### src/afc_cfg.svh
// Offsets, field positions and reset values of the fault configuration block
`ifndef AFC_CFG_SVH
`define AFC_CFG_SVH

// Register indices; byte address is four times the index
`define AFC_IDX_ALARM_CFG   8'h1c
`define AFC_IDX_FILT_CH0    8'h1d
`define AFC_IDX_FILT_CH1    8'h1e
`define AFC_IDX_IRQ_STAT    8'h30
`define AFC_IDX_IRQ_CLR     8'h31
`define AFC_IDX_IRQ_EN      8'h32
`define AFC_IDX_FAULT_RAW   8'h33

// Byte address bits that carry the index
`define AFC_ADDR_IDX_MSB    9
`define AFC_ADDR_IDX_LSB    2

// Fault configuration fields
`define AFC_BIT_CRC_MASK    7
`define AFC_BIT_REF_MASK    6
`define AFC_BIT_NEG_MASK    5
`define AFC_BIT_OT_MASK     4
`define AFC_BIT_WARN_MASK   3
`define AFC_BIT_BG_CRC_EN   2
`define AFC_BIT_TSD_EN      1
`define AFC_BIT_OPEN_DRAIN  0
`define AFC_MASK_MSB        7
`define AFC_MASK_LSB        3
`define AFC_ALARM_CFG_RST   8'h06

// Filter select field
`define AFC_FILT_MSB        3
`define AFC_FILT_RST        4'h0
`define AFC_FILT_60R        4'h0
`define AFC_FILT_5K6        4'h5
`define AFC_FILT_11K2       4'h6
`define AFC_FILT_22K2       4'h7
`define AFC_FILT_44K4       4'h8
`define AFC_FILT_104K       4'h9

// Interrupt registers
`define AFC_IRQ_RST         5'h00

`endif

### src/afc_pkg.sv
// Types shared by the fault configuration block
`default_nettype none
package afc_pkg;

    // One bit per fault source, ordered as the mask bits 7 down to 3
    typedef struct packed {
        logic crc_mismatch;
        logic ref_resistor_fault;
        logic neg_monitor_ch0;
        logic over_temp_fault;
        logic over_temp_warning;
    } afc_fault_type;

    // Fault pin drive as seen at the pad
    typedef struct packed {
        logic value;
        logic oe_n;
    } afc_pin_type;

    typedef enum logic [1:0] {
        AFC_BUS_IDLE   = 2'b00,
        AFC_BUS_ACCESS = 2'b01,
        AFC_BUS_DONE   = 2'b10
    } afc_bus_state_type;

endpackage
`default_nettype wire

### src/afc_top.sv
// Fault pin configuration and output filter select registers over APB
`timescale 1ns/1ns
`default_nettype none
`include "afc_cfg.svh"

module afc_top
    import afc_pkg::*;
#(
    parameter int NUM_FILT_CH = 2,
    parameter int FILT_W      = 4
) (
    input  wire logic                 pclk,
    input  wire logic                 presetn,
    input  wire logic                 psel,
    input  wire logic                 penable,
    input  wire logic                 pwrite,
    input  wire logic [31:0]          paddr,
    input  wire logic [31:0]          pwdata,
    input  wire logic [3:0]           pstrb,
    output logic                      pready,
    output logic [31:0]               prdata,
    output logic                      pslverr,
    input  wire afc_fault_type        fault_src,
    output afc_pin_type               fault_pin_n,
    output logic                      bg_crc_enable,
    output logic                      thermal_shutdown,
    output logic [FILT_W-1:0]         filter_res_sel_ch0,
    output logic [FILT_W-1:0]         filter_res_sel_ch1,
    output logic [NUM_FILT_CH-1:0]    filter_code_reserved,
    output logic                      irq
);

    localparam int NSRC = $bits(afc_fault_type);

    ////////////////////////////////////////////////////////////////////////
    // Decode helpers

    function automatic logic afc_hit(input logic [7:0] idx,
                                     input logic [7:0] want);
        afc_hit = (idx == want);
    endfunction

    function automatic logic afc_filt_valid(input logic [FILT_W-1:0] c);
        afc_filt_valid = (c == FILT_W'(`AFC_FILT_60R))  ||
                         (c == FILT_W'(`AFC_FILT_5K6))  ||
                         (c == FILT_W'(`AFC_FILT_11K2)) ||
                         (c == FILT_W'(`AFC_FILT_22K2)) ||
                         (c == FILT_W'(`AFC_FILT_44K4)) ||
                         (c == FILT_W'(`AFC_FILT_104K));
    endfunction

    ////////////////////////////////////////////////////////////////////////
    // Bus decode

    afc_bus_state_type bus_state_ff;
    afc_bus_state_type nxt_bus_state;
    logic [31:0]       prdata_ff;
    logic [31:0]       nxt_prdata;
    logic              pslverr_ff;
    logic              nxt_pslverr;

    logic [7:0]  alarm_cfg_ff;
    logic [FILT_W-1:0] filt_ff [NUM_FILT_CH];
    logic [NSRC-1:0]   irq_stat_ff;
    logic [NSRC-1:0]   irq_en_ff;
    logic [NSRC-1:0]   src_prev_ff;
    afc_pin_type       pin_ff;
    logic              tsd_ff;

    wire logic [7:0] reg_idx =
        paddr[`AFC_ADDR_IDX_MSB:`AFC_ADDR_IDX_LSB];
    wire logic addr_hi_zero = (paddr[31:`AFC_ADDR_IDX_MSB+1] == '0) &&
                              (paddr[`AFC_ADDR_IDX_LSB-1:0] == '0);
    wire logic hit_cfg   = addr_hi_zero &&
                           afc_hit(reg_idx, `AFC_IDX_ALARM_CFG);
    wire logic hit_f0    = addr_hi_zero &&
                           afc_hit(reg_idx, `AFC_IDX_FILT_CH0);
    wire logic hit_f1    = addr_hi_zero &&
                           afc_hit(reg_idx, `AFC_IDX_FILT_CH1);
    wire logic hit_stat  = addr_hi_zero &&
                           afc_hit(reg_idx, `AFC_IDX_IRQ_STAT);
    wire logic hit_clr   = addr_hi_zero &&
                           afc_hit(reg_idx, `AFC_IDX_IRQ_CLR);
    wire logic hit_en    = addr_hi_zero &&
                           afc_hit(reg_idx, `AFC_IDX_IRQ_EN);
    wire logic hit_raw   = addr_hi_zero &&
                           afc_hit(reg_idx, `AFC_IDX_FAULT_RAW);
    wire logic hit_any   = hit_cfg | hit_f0 | hit_f1 | hit_stat |
                           hit_clr | hit_en | hit_raw;
    // Status and raw fault registers are read-only, clear is write-only
    wire logic bad_dir   = (pwrite && (hit_stat || hit_raw)) ||
                           (!pwrite && hit_clr);

    wire logic setup_ph  = psel && !penable;
    wire logic commit    = psel && penable && pready;
    wire logic wr_ok     = commit && pwrite && !pslverr_ff && pstrb[0];

    wire logic wr_cfg    = wr_ok && hit_cfg;
    wire logic wr_clr    = wr_ok && hit_clr;
    wire logic wr_en     = wr_ok && hit_en;
    // Filter write strobes, one per channel, driven in g_filt
    logic [NUM_FILT_CH-1:0] wr_filt;

    ////////////////////////////////////////////////////////////////////////
    // Fault gating

    wire logic [NSRC-1:0] src_vec  = fault_src;
    wire logic [NSRC-1:0] src_mask =
        alarm_cfg_ff[`AFC_MASK_MSB:`AFC_MASK_LSB];
    // Masks only gate the pin; detection and status stay live
    wire afc_fault_type src_unmasked =
        afc_fault_type'(src_vec & ~src_mask);
    wire logic crc_pin   = src_unmasked.crc_mismatch;
    wire logic ref_pin   = src_unmasked.ref_resistor_fault;
    wire logic neg_pin   = src_unmasked.neg_monitor_ch0;
    wire logic ot_pin    = src_unmasked.over_temp_fault;
    wire logic warn_pin  = src_unmasked.over_temp_warning;
    wire logic alarm_act = crc_pin | ref_pin | neg_pin | ot_pin | warn_pin;

    wire logic open_drain = alarm_cfg_ff[`AFC_BIT_OPEN_DRAIN];
    afc_pin_type nxt_pin;
    // Open-drain pulls low only on alarm, push-pull always drives
    assign nxt_pin.value = open_drain ? 1'b0 : ~alarm_act;
    assign nxt_pin.oe_n  = open_drain ? ~alarm_act : 1'b0;

    // Shutdown follows the raw over_temp_fault level when enabled; the mask does not gate it
    wire logic nxt_tsd = alarm_cfg_ff[`AFC_BIT_TSD_EN] &&
                         fault_src.over_temp_fault;

    // Sticky status: rising edge of any source, set beats clear
    wire logic [NSRC-1:0] src_rise = src_vec & ~src_prev_ff;
    wire logic [NSRC-1:0] clr_bits =
        wr_clr ? pwdata[NSRC-1:0] : '0;
    wire logic [NSRC-1:0] nxt_irq_stat =
        (irq_stat_ff & ~clr_bits) | src_rise;
    wire logic [NSRC-1:0] nxt_irq_en =
        wr_en ? pwdata[NSRC-1:0] : irq_en_ff;
    wire logic [7:0] nxt_alarm_cfg =
        wr_cfg ? pwdata[7:0] : alarm_cfg_ff;

    ////////////////////////////////////////////////////////////////////////
    // Read mux

    always_comb begin
        nxt_prdata = 32'h0000_0000;
        if (hit_cfg) begin
            nxt_prdata[7:0] = alarm_cfg_ff;
        end
        if (hit_f0) begin
            nxt_prdata[FILT_W-1:0] = filt_ff[0];
        end
        if (hit_f1) begin
            nxt_prdata[FILT_W-1:0] = filt_ff[1];
        end
        if (hit_stat) begin
            nxt_prdata[NSRC-1:0] = irq_stat_ff;
        end
        if (hit_en) begin
            nxt_prdata[NSRC-1:0] = irq_en_ff;
        end
        if (hit_raw) begin
            nxt_prdata[NSRC-1:0] = src_vec;
        end
        if (!hit_any || bad_dir || pwrite) begin
            nxt_prdata = 32'h0000_0000;
        end
    end

    ////////////////////////////////////////////////////////////////////////
    // APB sequencer: setup cycle latches the answer, access completes

    always_comb begin
        nxt_bus_state = bus_state_ff;
        nxt_pslverr   = pslverr_ff;
        case (bus_state_ff)
            AFC_BUS_IDLE: begin
                if (setup_ph) begin
                    nxt_bus_state = AFC_BUS_ACCESS;
                    nxt_pslverr   = !hit_any || bad_dir;
                end
            end
            AFC_BUS_ACCESS: begin
                if (commit) begin
                    nxt_bus_state = AFC_BUS_DONE;
                end
            end
            AFC_BUS_DONE: begin
                nxt_pslverr = 1'b0;
                if (setup_ph) begin
                    nxt_bus_state = AFC_BUS_ACCESS;
                    nxt_pslverr   = !hit_any || bad_dir;
                end else begin
                    nxt_bus_state = AFC_BUS_IDLE;
                end
            end
            default: begin
                nxt_bus_state = AFC_BUS_IDLE;
                nxt_pslverr   = 1'b0;
            end
        endcase
    end

    assign pready  = (bus_state_ff == AFC_BUS_ACCESS) && psel && penable;
    assign pslverr = pready && pslverr_ff;
    assign prdata  = prdata_ff;

    always_ff @(posedge pclk or negedge presetn) begin
        if (!presetn) begin
            bus_state_ff <= AFC_BUS_IDLE;
        end else begin
            bus_state_ff <= nxt_bus_state;
        end
    end

    // Error decided at setup, shown only alongside pready
    always_ff @(posedge pclk or negedge presetn) begin
        if (!presetn) begin
            pslverr_ff <= 1'b0;
        end else begin
            pslverr_ff <= nxt_pslverr;
        end
    end

    // Read data captured at setup, held until the next setup
    always_ff @(posedge pclk or negedge presetn) begin
        if (!presetn) begin
            prdata_ff <= 32'h0000_0000;
        end else begin
            prdata_ff <= setup_ph ? nxt_prdata : prdata_ff;
        end
    end

    ////////////////////////////////////////////////////////////////////////
    // Configuration and interrupt registers

    always_ff @(posedge pclk or negedge presetn) begin
        if (!presetn) begin
            alarm_cfg_ff <= `AFC_ALARM_CFG_RST;
        end else begin
            alarm_cfg_ff <= nxt_alarm_cfg;
        end
    end

    // Set on a rising source edge; a same-cycle clear loses
    always_ff @(posedge pclk or negedge presetn) begin
        if (!presetn) begin
            irq_stat_ff <= `AFC_IRQ_RST;
        end else begin
            irq_stat_ff <= nxt_irq_stat;
        end
    end

    // Interrupt enables share the status layout
    always_ff @(posedge pclk or negedge presetn) begin
        if (!presetn) begin
            irq_en_ff <= `AFC_IRQ_RST;
        end else begin
            irq_en_ff <= nxt_irq_en;
        end
    end

    // Last source levels, for rising-edge detection
    always_ff @(posedge pclk or negedge presetn) begin
        if (!presetn) begin
            src_prev_ff <= `AFC_IRQ_RST;
        end else begin
            src_prev_ff <= src_vec;
        end
    end

    // Pin idles driven high: open-drain is off at reset
    always_ff @(posedge pclk or negedge presetn) begin
        if (!presetn) begin
            pin_ff <= '{value: 1'b1, oe_n: 1'b0};
        end else begin
            pin_ff <= nxt_pin;
        end
    end

    // Shutdown request, one cycle behind the fault
    always_ff @(posedge pclk or negedge presetn) begin
        if (!presetn) begin
            tsd_ff <= 1'b0;
        end else begin
            tsd_ff <= nxt_tsd;
        end
    end

    assign fault_pin_n      = pin_ff;
    assign thermal_shutdown = tsd_ff;
    assign bg_crc_enable    =
        alarm_cfg_ff[`AFC_BIT_BG_CRC_EN];
    assign irq              = |(irq_stat_ff & irq_en_ff);

    ////////////////////////////////////////////////////////////////////////
    // Output filter select, one register per channel

    genvar ch;
    generate
        for (ch = 0; ch < NUM_FILT_CH; ch++) begin : g_filt
            assign wr_filt[ch] = wr_ok && addr_hi_zero &&
                afc_hit(reg_idx, 8'(`AFC_IDX_FILT_CH0 + ch));
            // Only the low field stores; upper bits read zero
            wire logic [FILT_W-1:0] nxt_filt =
                wr_filt[ch] ? pwdata[FILT_W-1:0] : filt_ff[ch];

            always_ff @(posedge pclk or negedge presetn) begin
                if (!presetn) begin
                    filt_ff[ch] <= FILT_W'(`AFC_FILT_RST);
                end else begin
                    filt_ff[ch] <= nxt_filt;
                end
            end

            assign filter_code_reserved[ch] =
                !afc_filt_valid(filt_ff[ch]);
        end
    endgenerate

    // Resistor select feeds the RC filter on damping_cap_pin_ch0
    assign filter_res_sel_ch0 = filt_ff[0];
    assign filter_res_sel_ch1 = filt_ff[1];

endmodule
`default_nettype wire

### config.mk
export PLATFORM = sky130hd
export DESIGN_NAME = afc_top
export DESIGN_NICKNAME = d
export VERILOG_FILES = /design/src/afc_pkg.sv /design/src/afc_top.sv
export VERILOG_INCLUDE_DIRS = /design/src
export SDC_FILE = /design/constraint.sdc
export NUM_CORES = 1
export LEC_CHECK = 0
export BUFFER_PORTS_ARGS = -buffer_cell sky130_fd_sc_hd__buf_4
export CAP_MARGIN = 5
export CELL_PAD_IN_SITES_DETAIL_PLACEMENT = 1
export CELL_PAD_IN_SITES_GLOBAL_PLACEMENT = 2
export CORE_ASPECT_RATIO = 1.75
export CORE_MARGIN = 3
export CORE_UTILIZATION = 29
export DETAILED_ROUTE_END_ITERATION = 8
export GPL_TIMING_DRIVEN = 0
export HOLD_SLACK_MARGIN = 0.02
export PLACE_DENSITY_LB_ADDON = 0.1
export SLEW_MARGIN = 20
export SYNTH_ARGS = -nofsm -noshare
export SYNTH_HDL_FRONTEND = slang
export SYNTH_SLANG_ARGS = --single-unit
### constraint.sdc
create_clock -name pclk -period 5.43 [get_ports pclk]
set_input_delay 1.629 -clock pclk [delete_from_list [all_inputs] [get_ports pclk]]
set_output_delay 1.629 -clock pclk [all_outputs]
set_load 0.005 [all_outputs]
Yosys cells after proc, flatten, opt, wreduce, memory -nomap -nowiden. Cells that the tools add are included.

Bits in registers: 69. Bits of input ports: 78. Output and inout port bits: 49. Logic and storage cells: 124.

Eq/ne operators: 21. Muxes and demuxes: 17. Bitwise operators: 20. Reduce and logical (&&, ||, !) cells: 54.

Operators with widths (count): $eq A8 B6 Y1 const B (4); $logic_and A1 B1 Y1 (26); $eq A4 B3 Y1 const B (6); $eq A8 B5 Y1 const B (3); $logic_not A22 Y1 (1); $and A5 B5 Y5 (4); $mux W5 (4); $eq A4 B4 Y1 const B (4); $mux W8 (2); $not A5 Y5 (3); $logic_or A1 B1 Y1 (14); $or A1 B1 Y1 (10); $logic_not A4 Y1 (2); $mux W4 (2); $logic_not A1 Y1 (6); $pmux W2 S3 (1); $mux W1 (5); $or A5 B5 Y5 (1); $reduce_or A5 Y1 (1); $logic_not A2 Y1 (2); $mux W2 (2); $ne A2 B2 Y1 const B (2); $reduce_and A2 Y1 (2); $pmux W1 S3 (1); other kinds (3) (4).

Depth between registers and ports, before layout.
Depth in word-level cells: 13. Mapped depth: 6. Depth with buffers taken out: 4.

Worst setup path after synthesis. Ideal clock, no wire load.

Path kind: in2out. Start point: input port penable. End point: output port pslverr. Arrival time: 2024 ps. Data required time: 3801 ps. Setup slack: 1777 ps. Stages on the path: 2. Path buffers: 0. Cell sequence: and4b_1 -> and2_1.

Cells in the longest elaborated chain, start to end: 2.

Ends and longest elaborated chain: start: declaration (RTL line afc_top.sv:15) `input wire logic penable,`; $logic_and A1 B1 Y1 (RTL line afc_top.sv:203) `assign pready = (bus_state_ff == AFC_BUS_ACCESS) && psel && penable;`; $logic_and A1 B1 Y1 (RTL line afc_top.sv:204) `assign pslverr = pready && pslverr_ff;`; end: declaration (RTL line afc_top.sv:22) `output logic pslverr,`.

Every way passes these cells.

Final worst setup path. Same ends and word-level chain as after synthesis.

==> metrics.yaml <==
power.total_mw: 0.765
cts_sinks: 45
slew_headroom_pct: 37.9
hold_path.class: "flop to flop"
dieWidth_um: 77.3
cap_violations: 0
multiInputGateArea_mm2: 0.00125
die_y_um: 131
powerDensity_mw_per_mm2: 217
clkTransAtPathRegs_ps: 70
synthArstFlopShare_pct: 100
cp.arrival_ps: 2290
core_mm2: 0.00848
worstSkewPairLatency_ps: 290
nNetsFinal: 427
finClkSkew_ps: 8.16
num-fill-cells: 1020
synth_cells: 244
vdd_drop_max_uv: 102
leakagePower_nw: 1.72
hold_viol_final: 0
path_common_cell: "buf_4"
min_period_ps: 3910
drc_errors: 0
initial_core_util_pct: 30.4
overflow: 0
seqCellArea_mm2: 0.00113
grt_max_degree: 46
numCtsBuffers: 5
cts_root_buffer: "clkbuf_16"
finalSetupTns_ps: 0
cp-start-kind: "input port"
vias: 2237
slew_viol_final: 0
diodes: 0
synth_ff_type: "dfrtp_1"
h-tree-depth: 2
final_common_cell: "buf_4"
syn-cell-area_mm2: 0.00258
crit_path_end_kind: "output port"
yosysSeqAreaShare_pct: 43.8
critPathMaxFanout: 4
wl_per_cell_um: 17.1
via_per_inst: 4.81
cts_hold_buf: 0
yosysUniqueCellTypes: 47
portBuffers: 75
ys_warn_count: 0
path_class: "input port to output port"
drtIter0Drc: 53
drive_gt1_share_pct: 40.9
critPathSlowestCell: "and4b_1"
place_congestion: 0.804
first_global_vias: 2454
die_area_mm2: 0.0101
path_delay_family: "simple AND/OR/NAND/NOR gates"
grt_pass1_wl_um: 12800
worstPathRequired_ps: 3800
cts_setup_buffers: 0
whs_ps: 434
crit_path_cell_trace: "buf_4 -> and4b_1 -> and2_1 -> buf_4"
cts_tree: "built"
layout_common_cells: "buf_4 (99), dfrtp_1 (42), conb_1 (24), inv_1 (19), nand2_1 (13)"
dp_hpwl_um: 6450
ios: 127
ys_seq_elements: 45
synth_area_per_cell_um2: 10.6
synth-edff-count: 0
fin_crit_sh_pct: 72.1
rows: 44
gr-usage-all-layers_pct: 16.7
rsz0062_at_grt: "false"
totalWireLength_um: 7960
setup_violations: 0
cts-resized-gates: 0
cp_num_buf_inv: 2
clock.fmax_mhz: 255
cpPeakStageDelay_ps: 240
max_slew.worst_pin.slew_ps: 924
syn_to_final_growth_pct: 36.8
cts_buffer_depth: 2
detail_route.first_pass.iterations: 4
status: "completed"
antenna_found_initial: 0
drt.antenna.violating_nets: 0
-- worst reg2reg max path, stage by stage, from the launching register on --
cell	delay, ps
dfrtp_1	410
and4b_1	340
nand2_1	180
nor4_4	810
mux2_4	360
-- state kept, by name, indices dropped and copies added, names as in the netlist --
signal / count
alarm_cfg_ff: 8
bus_state_ff: 2
fault_pin_n: 2
filter_res_sel_ch0: 4
filter_res_sel_ch1: 4
irq_en_ff: 5
irq_stat_ff: 5
prdata: 8
pslverr_ff: 1
src_prev_ff: 5
thermal_shutdown: 1
-- stage by stage --
step	std cells	util, %	setup slack, ps	area, µm²
6_report	465	41.6	1520	3530
4_1_cts	465	41.6	1510	3530
3_5_place_dp	457	39.8	1510	3370
3_3_place_gp	457	39.8	1520	3370
5_1_grt	465	41.6	1490	3530
2_1_floorplan	267	-	1780	2670
-- layout make-up --
cell class	count	share of cell area (%)
multi-input cells	171	35.6
flip-flops and latches	45	32.0
repair buffers	75	16.0
plain buffers	32	5.96
well taps	115	4.08
clock buffers	6	3.93
inverters	19	2.02
clock inverters	2	0.496
-- cell usage after synthesis (all sizes together) (4+ instances only) --
| cell type | count | share of area, % |
|---|---|---|
| a21oi | 9 | 1.7 |
| a2bb2oi | 4 | 1.4 |
| buf | 25 | 7.1 |
| clkbuf | 7 | 1.0 |
| dfrtp | 42 | 41 |
| inv | 19 | 2.8 |
| mux2 | 19 | 9.3 |
| mux2i | 7 | 2.7 |
| nand2 | 13 | 1.9 |
| nand3 | 4 | 0.78 |
| nand3b | 5 | 1.5 |
| nand4 | 5 | 1.5 |
| nor2 | 7 | 1.0 |
| nor4 | 19 | 7.8 |
| o21a | 4 | 1.2 |
| o21ai | 10 | 1.9 |
| o22ai | 5 | 1.2 |
| o31ai | 5 | 1.5 |
-- worst paths after layout --
path / endpoint / slack [ps] / from / cells past startpoint
worst max-delay path: pslverr / 1520 / penable / 4
worst min-delay path: irq_stat_ff[0]$_DFF_PN0_ / 430 / src_prev_ff[0]$_DFF_PN0_ / 1
worst max register to register: alarm_cfg_ff[3]$_DFFE_PN0P_ / 3220 / bus_state_ff[1]$_DFFE_PN0P_ / 4
worst min register to register: irq_stat_ff[0]$_DFF_PN0_ / 430 / src_prev_ff[0]$_DFF_PN0_ / 1
max in group asynchronous: filter_res_sel_ch1[2]$_DFFE_PN0P_ / 3680 / presetn / 1
min in group asynchronous: src_prev_ff[3]$_DFF_PN0_ / 1340 / presetn / 1
-- report_power, final --
| part | switching (mW) | internal (mW) | leakage, nW | total, mW |
|---|---|---|---|---|
| combinational | 0.0475 | 0.0508 | 1.08 | 0.0983 |
| sequential | 0.00368 | 0.340 | 0.560 | 0.344 |
| clock | 0.137 | 0.186 | 0.0775 | 0.322 |
| total | 0.188 | 0.577 | 1.72 | 0.765 |
-- per-layer routing --
| layer | GRT usage (%) | share of wire, % |
|---|---|---|
| met1 | 16.7 | 35 |
| met2 | 33.4 | 58 |
| met3 | 3.77 | 5.4 |
| met4 | 5.66 | 1.4 |
| met5 | 0 | 0 |
-- cell families after synthesis --
family,share of synthesized area (%)
compound gates,12.2
xor+xnor,0.679
buf+inv,10.9
flops,43.8
mux,12.0
other cells,0.145
simple gates,20.2
Power figures use the tool's default switching activity.
